File: src/rtl/adc_seq_regs.svh
// Register offsets, field positions, reset values and timing counts of the sequencer.
// Assumes a 32-bit APB slave with word-aligned registers.
`ifndef ADC_SEQ_REGS_SVH
`define ADC_SEQ_REGS_SVH

// ----------------------------------------
// Offsets
// ----------------------------------------
`define OFF_CTRL_A        12'h000
`define OFF_CTRL_B        12'h004
`define OFF_INSEL         12'h008
`define OFF_RESULT_LOW    12'h00c
`define OFF_RESULT_HIGH   12'h010
`define OFF_SLEEP         12'h014

// ----------------------------------------
// Control A fields
// ----------------------------------------
`define BIT_ENABLE        7
`define BIT_START         6
`define BIT_AUTO          5
`define BIT_DONE          4
`define BIT_IRQ_EN        3
`define POS_PRESCALE      0
`define W_PRESCALE        3

// ----------------------------------------
// Input select fields
// ----------------------------------------
`define BIT_REF           6
`define BIT_LEFT_ADJ      5
`define POS_CHANNEL       0
`define W_CHANNEL         2

// ----------------------------------------
// Trigger source codes and sleep bits
// ----------------------------------------
`define W_TRIG_SEL        3
`define TRIG_FREE_RUN     3'h0
`define TRIG_DONE_FLAG    3'h1
`define BIT_SLEEP_ADC     0
`define BIT_IRQ_FLAG_EN   1

// ----------------------------------------
// Reset values and counts
// ----------------------------------------
`define RST_CTRL_A        8'h00
`define RST_CTRL_B        8'h00
`define RST_INSEL         8'h00
`define CYC_NORMAL        5'd13
`define CYC_FIRST         5'd25
`define SH_NORMAL_HALF    6'd3
`define SH_FIRST_HALF     6'd29
`define SH_AUTO_HALF      6'd4

`endif

File: src/rtl/adc_seq_pkg.sv
// Types of the conversion sequencer.
// Assumes the register header supplies all numbers.
package adc_seq_pkg;

	typedef enum logic [2:0] {
		st_idle = 3'b001,
		st_wait = 3'b010,
		st_conv = 3'b100
	} conv_state_t;

	typedef struct packed {
		logic [1:0] channel;
		logic       reference;
	} input_sel_t;

	typedef struct packed {
		logic       sample;
		input_sel_t sel;
	} analog_ctl_t;

endpackage

File: src/rtl/adc_seq.sv
// Conversion sequencer of a 10-bit successive-approximation converter.
// Assumes an APB master on pclk, an analog core with a result input and
// trigger sources arriving from other clock domains or pins.
`include "adc_seq_regs.svh"
`timescale 1ns/1ps
`default_nettype none

// Function
// - Start bit begins conversion, clears at end
// - Channel change applies after running conversion
// - Trigger edge resets prescaler, starts conversion
// - Held trigger or busy edges ignored
// - Trigger flag must clear before retrigger
// - Done-flag trigger chains conversions unconditionally
// - Software start works under auto trigger
// - Prescaler runs only while enabled
// - Start waits next converter clock edge
// - Normal 13 cycles, first 25
// - Sample 1.5 cycles after normal start
// - Auto sample two cycles after trigger
// - Completion stores result, sets flag, clears start
// - Free running restarts, start stays high
// - Selection buffer locked until last conversion cycle
// - Free-run change affects conversion after next
// - Sleep entry starts noise-reduced conversion
// - Completion raises request even when awake
// - Other sleep modes leave converter on
// - Clearing enable aborts conversion
// - Writing zero to start is ignored
// - Low-byte read blocks updates until high
module adc_seq
	import adc_seq_pkg::*;
#(
	parameter int unsigned N_TRIG = 8
) (
	// APB
	input  wire logic                  pclk,
	input  wire logic                  presetn,
	input  wire logic                  psel,
	input  wire logic                  penable,
	input  wire logic                  pwrite,
	input  wire logic [11:0]           paddr,
	input  wire logic [31:0]           pwdata,
	output logic      [31:0]           prdata,
	output logic                       pready,
	output logic                       pslverr,
	// Triggers, codes 2 and up; codes 0 and 1 are internal
	input  wire logic [N_TRIG-1:0]     trig_in,
	input  wire logic [N_TRIG-1:0]     trig_flag_in,
	output logic      [N_TRIG-1:0]     trig_flag_clr,
	// CPU sleep status
	input  wire logic                  cpu_halted,
	input  wire logic                  sleep_quiet,
	// Analog core
	input  wire logic [9:0]            core_result,
	output analog_ctl_t                analog_ctl,
	output logic                       conv_done_irq
);

	// ----------------------------------------
	// Registers
	// ----------------------------------------
	logic [7:0]       ctrl_a_ff;
	logic [7:0]       ctrl_b_ff;
	logic [7:0]       insel_ff;
	logic [1:0]       sleep_ff;
	logic [9:0]       result_ff;
	logic             blocked_ff;
	input_sel_t       sel_buf_ff;
	logic [7:0]       presc_ff;
	logic             aclk_ff;
	conv_state_t      state_ff;
	logic [5:0]       half_ff;
	logic             first_ff;
	logic             auto_conv_ff;
	logic             start_ff;
	logic             done_ff;
	logic [N_TRIG-1:0] trig_s1_ff;
	logic [N_TRIG-1:0] trig_s2_ff;
	logic             halt_s1_ff;
	logic             halt_s2_ff;
	logic             halt_s3_ff;

	logic             wr;
	logic             rd;
	logic             enable;
	logic             auto_en;
	logic [2:0]       tsel;
	logic             aclk_rise;
	logic             aclk_fall;
	logic             trig_level;
	logic             trig_edge;
	logic             sw_start;
	logic             sleep_start;
	logic             conv_end;
	logic             nxt_start;
	logic [4:0]       total_cyc;
	logic [5:0]       sh_half;
	logic             chain;

	assign wr      = psel && penable && pwrite;
	assign rd      = psel && penable && !pwrite;
	assign pready  = 1'b1;
	assign enable  = ctrl_a_ff[`BIT_ENABLE];
	assign auto_en = ctrl_a_ff[`BIT_AUTO];
	assign tsel    = ctrl_b_ff[`W_TRIG_SEL-1:0];
	assign chain   = auto_en && (tsel == `TRIG_FREE_RUN || tsel == `TRIG_DONE_FLAG);

	// ----------------------------------------
	// Trigger synchronisers
	// ----------------------------------------
	genvar gi;
	generate
		for (gi = 0; gi < N_TRIG; gi++) begin : g_sync
			always_ff @(posedge pclk or negedge presetn) begin
				if (!presetn) begin
					trig_s1_ff[gi] <= 1'b0;
					trig_s2_ff[gi] <= 1'b0;
				end else begin
					trig_s1_ff[gi] <= trig_in[gi];
					trig_s2_ff[gi] <= trig_s1_ff[gi];
				end
			end
		end
	endgenerate

	always_ff @(posedge pclk or negedge presetn) begin
		if (!presetn) begin
			halt_s1_ff <= 1'b0;
			halt_s2_ff <= 1'b0;
			halt_s3_ff <= 1'b0;
		end else begin
			halt_s1_ff <= cpu_halted;
			halt_s2_ff <= halt_s1_ff;
			halt_s3_ff <= halt_s2_ff;
		end
	end

	// Trigger level: an external flag source is its flag, so the flag
	// must be cleared before a new edge can appear
	always_comb begin
		trig_level = 1'b0;
		if (tsel >= 3'h2 && (32'(tsel) - 2) < N_TRIG) begin
			trig_level = trig_s2_ff[tsel - 3'h2] | trig_flag_in[tsel - 3'h2];
		end
	end

	logic trig_lvl_ff;
	always_ff @(posedge pclk or negedge presetn) begin
		if (!presetn)
			trig_lvl_ff <= 1'b0;
		else
			trig_lvl_ff <= trig_level;
	end
	assign trig_edge = auto_en && enable && trig_level && !trig_lvl_ff
		&& state_ff == st_idle;

	assign sw_start = wr && paddr == `OFF_CTRL_A && pwdata[`BIT_START]
		&& pwdata[`BIT_ENABLE];

	assign sleep_start = halt_s2_ff && !halt_s3_ff && sleep_quiet
		&& sleep_ff[`BIT_SLEEP_ADC] && enable && !auto_en
		&& ctrl_a_ff[`BIT_IRQ_EN] && state_ff == st_idle;

	// ----------------------------------------
	// Prescaler
	// ----------------------------------------
	// held while off, reset on trigger
	always_ff @(posedge pclk or negedge presetn) begin
		if (!presetn)
			presc_ff <= 8'h00;
		else if (!enable || trig_edge)
			presc_ff <= 8'h00;
		else
			presc_ff <= presc_ff + 8'h01;
	end

	// divide by 2 to the power select plus one
	logic [2:0] ps;
	logic       aclk_nxt;
	assign ps       = ctrl_a_ff[`POS_PRESCALE +: `W_PRESCALE];
	assign aclk_nxt = enable && !trig_edge && presc_ff[ps];

	always_ff @(posedge pclk or negedge presetn) begin
		if (!presetn)
			aclk_ff <= 1'b0;
		else
			aclk_ff <= aclk_nxt;
	end
	assign aclk_rise = aclk_nxt && !aclk_ff;
	assign aclk_fall = !aclk_nxt && aclk_ff;

	// ----------------------------------------
	// Conversion sequencer
	// ----------------------------------------
	// length by kind
	assign total_cyc = first_ff ? `CYC_FIRST : `CYC_NORMAL;
	assign sh_half = auto_conv_ff ? `SH_AUTO_HALF
		: (first_ff ? `SH_FIRST_HALF : `SH_NORMAL_HALF);
	assign conv_end = state_ff == st_conv && (aclk_rise || aclk_fall)
		&& half_ff == {total_cyc, 1'b0} - 6'd1;

	always_ff @(posedge pclk or negedge presetn) begin
		if (!presetn) begin
			state_ff     <= st_idle;
			half_ff      <= 6'd0;
			auto_conv_ff <= 1'b0;
		end else if (!enable && !sw_start) begin
			// abort on disable; a start written with enable still counts
			state_ff     <= st_idle;
			half_ff      <= 6'd0;
			auto_conv_ff <= 1'b0;
		end else begin
			unique case (state_ff)
				st_idle: begin
					if (trig_edge) begin
						state_ff     <= st_conv;
						half_ff      <= 6'd0;
						auto_conv_ff <= 1'b1;
					end else if (sw_start || sleep_start) begin
						state_ff     <= st_wait;
						auto_conv_ff <= 1'b0;
					end
				end
				st_wait: begin
					if (aclk_rise) begin
						state_ff <= st_conv;
						half_ff  <= 6'd0;
					end
				end
				st_conv: begin
					if (conv_end) begin
						if (chain) begin
							state_ff     <= st_conv;
							auto_conv_ff <= 1'b0;
						end else begin
							state_ff <= st_idle;
						end
						half_ff <= 6'd0;
					end else if (aclk_rise || aclk_fall) begin
						half_ff <= half_ff + 6'd1;
					end
				end
			endcase
		end
	end

	// First-conversion marker set while disabled, cleared after one conversion
	always_ff @(posedge pclk or negedge presetn) begin
		if (!presetn)
			first_ff <= 1'b1;
		else if (!enable)
			first_ff <= 1'b1;
		else if (conv_end)
			first_ff <= 1'b0;
	end

	// start bit shows busy
	// Rises with the request, falls in the edge that sets the done flag
	always_comb begin
		nxt_start = start_ff;
		if (!enable && !sw_start)
			nxt_start = 1'b0;
		else if (state_ff == st_idle && (trig_edge || sw_start || sleep_start))
			nxt_start = 1'b1;
		else if (conv_end && !chain)
			nxt_start = 1'b0;
	end
	always_ff @(posedge pclk or negedge presetn) begin
		if (!presetn)
			start_ff <= 1'b0;
		else
			start_ff <= nxt_start;
	end

	// done flag, write one clears, set wins
	always_ff @(posedge pclk or negedge presetn) begin
		if (!presetn)
			done_ff <= 1'b0;
		else if (conv_end)
			done_ff <= 1'b1;
		else if (wr && paddr == `OFF_CTRL_A && pwdata[`BIT_DONE])
			done_ff <= 1'b0;
	end
	assign conv_done_irq = done_ff && ctrl_a_ff[`BIT_IRQ_EN];

	// result store, blocked between low and high reads
	always_ff @(posedge pclk or negedge presetn) begin
		if (!presetn) begin
			result_ff  <= 10'h000;
			blocked_ff <= 1'b0;
		end else begin
			if (conv_end && !blocked_ff)
				result_ff <= core_result;
			if (rd && paddr == `OFF_RESULT_HIGH)
				blocked_ff <= 1'b0;
			else if (rd && paddr == `OFF_RESULT_LOW)
				blocked_ff <= 1'b1;
		end
	end

	// buffer tracks outside conversion and in last cycle
	always_ff @(posedge pclk or negedge presetn) begin
		if (!presetn)
			sel_buf_ff <= '0;
		else if (state_ff != st_conv || half_ff >= {total_cyc, 1'b0} - 6'd2)
			if (!(state_ff == st_idle && trig_edge))
				sel_buf_ff <= '{channel: insel_ff[`POS_CHANNEL +: `W_CHANNEL],
					reference: insel_ff[`BIT_REF]};
	end

	// One pclk pulse at the converter clock edge that reaches the sample point
	assign analog_ctl = '{sample: state_ff == st_conv && (aclk_rise || aclk_fall)
		&& half_ff == sh_half - 6'd1, sel: sel_buf_ff};

	// ----------------------------------------
	// Software registers
	// ----------------------------------------
	always_ff @(posedge pclk or negedge presetn) begin
		if (!presetn) begin
			ctrl_a_ff <= `RST_CTRL_A;
			ctrl_b_ff <= `RST_CTRL_B;
			insel_ff  <= `RST_INSEL;
			sleep_ff  <= 2'b00;
		end else if (wr) begin
			unique case (paddr)
				`OFF_CTRL_A:  ctrl_a_ff <= pwdata[7:0];
				`OFF_CTRL_B:  ctrl_b_ff <= {5'h00, pwdata[2:0]};
				`OFF_INSEL:   insel_ff  <= {1'b0, pwdata[6:5], 3'h0, pwdata[1:0]};
				`OFF_SLEEP:   sleep_ff  <= pwdata[1:0];
				default:      ;
			endcase
		end
	end

	// software clears external flags, so no pulse from here
	assign trig_flag_clr = '0;

	// ----------------------------------------
	// Read data
	// ----------------------------------------
	logic [15:0] adj;
	assign adj = insel_ff[`BIT_LEFT_ADJ] ? {result_ff, 6'h00} : {6'h00, result_ff};

	always_comb begin
		prdata  = 32'h0000_0000;
		pslverr = 1'b0;
		if (rd) begin
			unique case (paddr)
				`OFF_CTRL_A: prdata = {24'h00_0000, ctrl_a_ff[7], start_ff, ctrl_a_ff[5],
					done_ff, ctrl_a_ff[3:0]};
				`OFF_CTRL_B:      prdata = {24'h00_0000, ctrl_b_ff};
				`OFF_INSEL:       prdata = {24'h00_0000, insel_ff};
				`OFF_RESULT_LOW:  prdata = {24'h00_0000, adj[7:0]};
				`OFF_RESULT_HIGH: prdata = {24'h00_0000, adj[15:8]};
				`OFF_SLEEP:       prdata = {30'h0000_0000, sleep_ff};
				default:          pslverr = 1'b1;
			endcase
		end
	end

endmodule

`default_nettype wire

File: config.mk
export PLATFORM = sky130hd
export DESIGN_NAME = adc_seq
export DESIGN_NICKNAME = d
export VERILOG_FILES = /design/src/rtl/adc_seq_pkg.sv /design/src/rtl/adc_seq.sv
export VERILOG_INCLUDE_DIRS = /design/src /design/src/rtl
export SDC_FILE = /design/constraint.sdc
export NUM_CORES = 1
export LEC_CHECK = 0
export CAP_MARGIN = 40
export CORE_MARGIN = 2
export CORE_UTILIZATION = 55
export DETAILED_ROUTE_END_ITERATION = 8
export DONT_BUFFER_PORTS = 1
export PLACE_DENSITY_LB_ADDON = 0.12
export SLEW_MARGIN = 0
export SYNTH_ARGS = -nofsm -noshare
export SYNTH_HDL_FRONTEND = slang
export SYNTH_SLANG_ARGS = --single-unit
File: constraint.sdc
create_clock -name pclk -period 7.6 [get_ports pclk]
set_input_delay 1.14 -clock pclk [delete_from_list [all_inputs] [get_ports pclk]]
set_output_delay 1.14 -clock pclk [all_outputs]
set_load 0.02 [all_outputs]
---- After elaboration in Yosys (flattened, before gate mapping) ----
Index checks and enable logic that the tools add are counted.
cells by class
  shift operators ......................... 0
  equality and inequality tests ........... 19
  reductions and logical operators ........ 68
  add/sub/neg operators ................... 7
  mux-type cells .......................... 44
  multiply operators ...................... 0
  bitwise operators ....................... 2
  div/mod/pow operators ................... 0
  magnitude comparators ................... 5
operators with widths
  operator             count
  $pmux 8 s6           1
  $logic_and 1x1->1    35
  $lt 32x4->1 const B  1
  $mux 6               5
  $eq 12x4->1 const B  2
  $eq 12x5->1 const B  2
  $mux 1               20
  $mux 3               6
  $pmux 6 s3           1
  $mux 16              1
  $mux 8               2
  $mux 5               3
  $ne 3x3->1 const B   5
  $eq 12x3->1 const B  1
  $eq 6x6->1           2
  $logic_not 12->1     1
  $logic_not 1->1      11
  $reduce_and 2->1     5
  $bmux 1 s3           3
  $pmux 3 s3           1
  $add 8x1->8 const B  1
  $lt 3x4->1 const B   2
  $ne 4x4->1 const B   2
  $logic_or 1x1->1     7
  21 further kinds     25
storage, ports and cells
  memories kept ........................... 0
  memory bits (writable) .................. 0
  latch bits .............................. 0
  flip-flop bits (word level) ............. 73
  memory bits (read-only) ................. 0
  word-level logic and storage cells ...... 181

---- Logic depth before layout (Yosys ltp) ----
Gate-level depths: netlist of run 1.
  depth after elaboration ................. 20
  depth in mapped cells ................... 14
  gate-level depth less buffers ........... 13

---- Least setup slack after synthesis of run 1 ----
OpenSTA, ideal clock, no wires.
  path kind ............................... input port to output port
  start point ............................. input port trig_flag_in[3]
  end point ............................... output port analog_ctl[3] in the netlist's numbering
  required time ........................... 6.460 ns
  setup slack ............................. 3.348 ns
  arrival time ............................ 3.112 ns
  cell stages on the path ................. 10
  buffers on the path ..................... 0
  cell sequence ........................... nor3_1 > a21oi_1 > mux4_2 > nand3_2 > nand2_1 > nor2_1 > ha_1 > nor3_1 > o21ai_0 > nor2_1
RTL lines
  element          line           text
  start, declared  adc_seq.sv:49  input wire logic [N_TRIG-1:0] trig_flag_in,
  end, declared    adc_seq.sv:56  output analog_ctl_t analog_ctl,

==> results of run 1 <==
==> worst max-delay path by stage <==
stage	cells after the start	endpoint	slack (ps)
after floorplan	10	analog_ctl[3]	3350
final	10	analog_ctl[3]	2950
after global placement	10	analog_ctl[3]	2980
after CTS	10	analog_ctl[3]	2940
after global routing	10	analog_ctl[3]	2680
after detailed placement	10	analog_ctl[3]	2950
==> power by group through the flow <==
stage / clock network [W] / registers [W] / logic, W
after floorplan: 0 / 0.000391 / 0.0000356
after global placement: 0 / 0.000392 / 0.0000216
after detailed placement: 0 / 0.000392 / 0.0000218
after CTS: 0.000278 / 0.000384 / 0.0000219
after global routing: 0.000299 / 0.000385 / 0.0000242
final: 0.000271 / 0.000384 / 0.0000223
==> cell usage after synthesis, types with 8 or more instances <==
library cell / number / area share (%)
dfrtp_1: 69 / 47
nor2_1: 39 / 4.0
buf_4: 33 / 6.7
mux2_2: 25 / 7.6
a21oi_1: 21 / 2.8
nand2_1: 16 / 1.6
o21ai_0: 15 / 2.0
inv_1: 12 / 1.2
nor3_1: 12 / 1.6
nand3_1: 11 / 1.5
ha_1: 8 / 2.7
mux2i_1: 8 / 2.2
==> worst max-delay path, stage by stage <==
cell	delay [ps]
nor3_1	120
a21oi_1	70
mux4_2	540
nand3_2	200
nand2_1	220
nor2_1	210
ha_1	320
nor3_1	240
o21ai_0	120
nor2_1	330
==> metrics by stage <==
stage          cell area (um2)  cells  utilization (%)
4_1_cts                   3810    438             59.3
5_1_grt                   3810    438             59.3
2_1_floorplan             3820    386                -
6_report                  3810    438             59.3
3_5_place_dp              3630    422             56.6
3_3_place_gp              3630    422             56.6
==> logic make-up (layout without fill, tap and decap cells) <==
| family | count (synthesis) | after routing |
|---|---|---|
| AND/OR/NAND/NOR | 114 | 114 |
| multiplexers | 39 | 39 |
| AO/OA/AOI/OAI | 62 | 62 |
| buffers and inverters | 53 | 28 |
| XOR/XNOR | 6 | 6 |
| other | 2 | 33 |
| adder cells (fa/ha/maj) | 8 | 8 |
| flip-flops | 71 | 71 |
==> flip-flops by register name, indices dropped and copies added (netlist names), 2 cells and up <==
register    flops
trig_s1_ff      8
sleep_ff        2
result_ff      10
state_ff        3
analog_ctl      3
ctrl_a_ff       6
ctrl_b_ff       3
insel_ff        4
presc_ff        8
half_ff         6
trig_s2_ff      8
==> layer usage <==
layer	wire (um)	share of wire [%]
met1	3300	44
met2	3490	47
met3	541	7.2
met4	149	2.0
met5	0	0
==> layout make-up <==
type / count / area [um2] / area share, %
clock inverter: 7 / 55.1 / 1.44
tap: 77 / 96.3 / 2.53
inverter: 12 / 45.0 / 1.18
multi-input combinational: 262 / 1710 / 44.9
clock buffer: 9 / 124 / 3.25
sequential: 71 / 1780 / 46.7
==> results.cfg, run 1 <==
[logic_synthesis]
synth-simple-area-share_pct = 15.6
synth_seq_area_share_pct = 48.0
synthArstFlopShare_pct = 100
ys_warn_count = 0
synth_area_per_cell_um2 = 10.4
synth_area_um2 = 3710
ys_seq_elements = 71
syn_inst = 355
synthMuxAreaShare_pct = 12.5
ys_types = 47
synth_edf_count = 0
synth_ff_type = dfrtp_1
synth_xor_xnor_area_share_pct = 1.42
synth_compound_area_share_pct = 10.6
synthAdderAreaFrac_pct = 2.70
synth_top_family_by_area = simple AND/OR/NAND/NOR gates

[cells_and_area]
fill_cells = 535
antenna_cells = 0
mostFrequentLayoutCells = 69 x dfrtp_1, 39 x nor2_1, 33 x conb_1
final_nets = 441
mostFrequentLayoutCell = dfrtp_1
syn_to_final_growth_pct = 2.84
layout-drive-gt1-share_pct = 13.9

[sta]
setup_ws_ps = 2950
tightest_slew_ps = 682
fin_crit_sh_pct = 61.2
rsz0062_at_grt = no
period_minus_slack_ps = 4650
skew_ps = 11.0
fmax_mhz = 215
slew_headroom_pct = 54.5
setup_viol = 0
hold_viol = 0
hold_ws_ps = 352
finalSetupTns_ps = 0
final_max_slew_viol_count = 0

[global_route]
met1_usage_pct = 29.9
grt_usage_pct = 21.6
grt-busiest-layer = met2
met3_usage_pct = 5.68
grt_pass1_wl_mm = 12.3
use_met2_pct = 31.6
antenna_found_initial = 0
grt_pass1_vias = 2432
grt_max_degree = 72
overflow = 0

[worst_hold_path]
min_to = trig_s2_ff[2]
whs_path_depth = 0
min_from = trig_s1_ff[2]
hp-class = register to register

[floorplan]
io_pins = 124
fp.dieW_um = 86.1
dieArea_um2 = 7410
coreArea_um2 = 6420
die-height_um = 86.1
initial_core_util_pct = 57.7
rows = 29

[clocking]
postCtsSetupBuffers = 0
clock_latency_ps = 350
root_buffer = clkbuf_8
cts_num_sinks = 71
cts_max_level = 3
cts_hold_buf = 0
cts_tree = done
cts_resized = 0
cts_buffer_depth = 2
numCtsBuffers = 9
clk_pin_slew_ps = 80

[placement]
dpl.hpwl_mm = 5.54
gp_congestion = 0.907
post-place-ws_ps = 2950
port_buffers = 0

[detailed_routing]
antenna_left = 0
drtIter0Drc = 208
wl_mm = 7.49
wl_per_cell_um = 17.1
drc = 0
route.vias.total = 2573
firstDrtPassIters = 4
via_per_inst = 5.87

[pwr]
p_comb_share_pct = 3.3
p_seq_share_pct = 56.7
p_per_area_nw_per_um2 = 178
power_w = 0.000678
p_leak_nw = 1.71
p_sw_w = 0.000171
irDropWorstVdd_v = 0.000166
cellInternalPower_w = 0.000507
clockPowerShare_pct = 40.0
switching_share_pct = 25.2

[setup_path]
rr_endpoint = result_ff[8]
ff2ff_setup_slack_ps = 3830
ff2ff_path_depth = 12
cp-end-kind = output port
cp.arrival_ps = 3510
cp_max_fo = 8
cp-startpoint = trig_flag_in[3]
r2r_start = ctrl_b_ff[1]
worstSetupPathType = primary input to output port
cp.required_ps = 6460
start_kind = primary input

[run]
cap_violations = 0

[outcome]
outcome = finished, final reports clean
Note: power is estimated with default switching activity, not from simulation.
==> run 2, diff against run 1 <==
clock period = 4.3 ns   (was 7.6 ns; I/O delays follow)
==> run 2 against run 1 <==
Clock-buffer cell count unchanged. Setup slack got worse by 2600 ps. Clock skew decreased by 3.7 ps. Cell area increased by 1.7%. Critical path depth unchanged. Global-route usage increased by 0.33 points. Worst hold slack got worse by 230 ps. Flip-flop and latch count unchanged. Via count decreased by 0.27%. Sequential power increased by 77%. Largest power group unchanged. First-iteration DRC count increased by 8.2%.
==> results.cfg, run 2 (same netlist as run 1, synthesis figures left out) <==
[outcome]
outcome = finished, final reports clean

[placement]
place_area_um2 = 3650
post-place-ws_ps = 489
dpl.hpwl_mm = 5.52
port_buffers = 0
gp_congestion = 0.910
dp.cells = 424

[clocking]
cts_hold_buf = 1
cts_buffer_depth = 2
numCtsBuffers = 9
clock_latency_ps = 360
clk_pin_slew_ps = 80
postCtsSetupBuffers = 0
cts_num_sinks = 71
cts_resized = 0
root_buffer = clkbuf_8
cts_max_level = 3
cts_tree = done

[cells_and_area]
final_cells = 441
syn_to_final_growth_pct = 4.63
regMostFlops = result_ff
mostFrequentLayoutCells = 69 x dfrtp_1, 39 x nor2_1, 33 x conb_1
mostFrequentLayoutCell = dfrtp_1
largest_reg_flops = 10
final_area_um2 = 3880
layout-drive-gt1-share_pct = 14.6
final_nets = 444
antenna_cells = 0

[floorplan]
fp.dieW_um = 86.1
dieArea_um2 = 7410
die-height_um = 86.1
coreArea_um2 = 6420
rows = 29
io_pins = 124
initial_core_util_pct = 57.7

[sta]
setup_viol = 0
final_max_slew_viol_count = 0
setup_ws_ps = 353
fin_crit_sh_pct = 91.8
tightest_slew_ps = 655
fmax_mhz = 253
period_minus_slack_ps = 3950
rsz0062_at_grt = no
hold_viol = 0
slew_headroom_pct = 56.3
skew_ps = 7.22
finalSetupTns_ps = 0

[setup_path]
cp.required_ps = 3650
cp-end-kind = output port
worstSetupPathType = register to output port
critical_path.cell_chain = nor3_1 > a21oi_1 > mux4_2 > nand3_2 > nand2_1 > nor2_1 > ha_1 > nor3_1 > o21ai_0 > nor2_1
cp_slowest_stage_delay_ps = 540
start_kind = register
rr_endpoint = result_ff[8]
r2r_start = ctrl_b_ff[1]
ff2ff_path_depth = 12
slowest_stage = mux4_2
cp.arrival_ps = 3300
ff2ff_setup_slack_ps = 530
cp_max_fo = 11

[detailed_routing]
route.vias.total = 2566
antenna_left = 0
drtIter0Drc = 225
wl_per_cell_um = 17.2
wl_mm = 7.59
drc = 0
firstDrtPassIters = 5
via_per_inst = 5.82

[worst_hold_path]
hp-class = primary input to async pin

[global_route]
grt_max_degree = 70
antenna_found_initial = 0
overflow = 0
grt_usage_pct = 21.9
grt_pass1_wl_mm = 12.3
grt_pass1_vias = 2467

[pwr]
p_leak_nw = 1.75
p_per_area_nw_per_um2 = 330
irDropWorstVdd_v = 0.000252
power_w = 0.00128

[run]
cap_violations = 0
## run 2: worst max path at each step
stage                                from             to  slack, ps  cells after the start
after detailed placement  trig_flag_in[3]   result_ff[8]        490                     12
final                        ctrl_b_ff[1]  analog_ctl[3]        350                     10
after floorplan           trig_flag_in[3]   result_ff[0]       1010                     12
after CTS                    ctrl_b_ff[1]  analog_ctl[3]        340                     10
after global placement    trig_flag_in[3]   result_ff[7]        520                     12
after global routing         ctrl_b_ff[1]  analog_ctl[3]         60                     10
## run 2: cell type report
class                   instances  area, um2
fillers                       529       2540
repair buffers                  3       42.5
multi-input cells             262       1710
inverters                      12       45.0
well taps                      77       96.3
clock inverters                 7       78.8
flip-flops and latches         71       1780
clock buffers                   9        124
## run 2: layer usage
| layer | vias up | wire length (um) | GRT usage (%) |
|---|---|---|---|
| li1 | 1207 | - | - |
| met1 | 1224 | 3380 | 30.9 |
| met2 | 123 | 3550 | 33.0 |
| met3 | 12 | 513 | 4.23 |
| met4 | 0 | 144 | 9.81 |
| met5 | - | 0 | 0 |
## run 2: stage by stage
| stage | hold slack (ps) | utilization (%) |
|---|---|---|
| 4_1_cts | 111 | 60.4 |
| 3_5_place_dp | 335 | 56.8 |
| 2_1_floorplan | 331 | - |
| 5_1_grt | 116 | 60.4 |
| 6_report | 123 | 60.4 |
| 3_3_place_gp | 332 | 56.8 |
## run 2: where the power goes
group	switching [W]	internal, W	leakage [nW]
sequential	0.00000268	0.000676	0.936
clock	0.000270	0.000275	0.105
combinational	0.0000451	0.00000891	0.712
## run 2: critical path: cells and delay by family, from the launching register on
kind                       cells  cell delay [ps]
and+or+nand+nor                6             1390
muxes                          1              540
DFF                            1              520
adders and majority gates      1              320
AOI/OAI and AO/OA              2              180
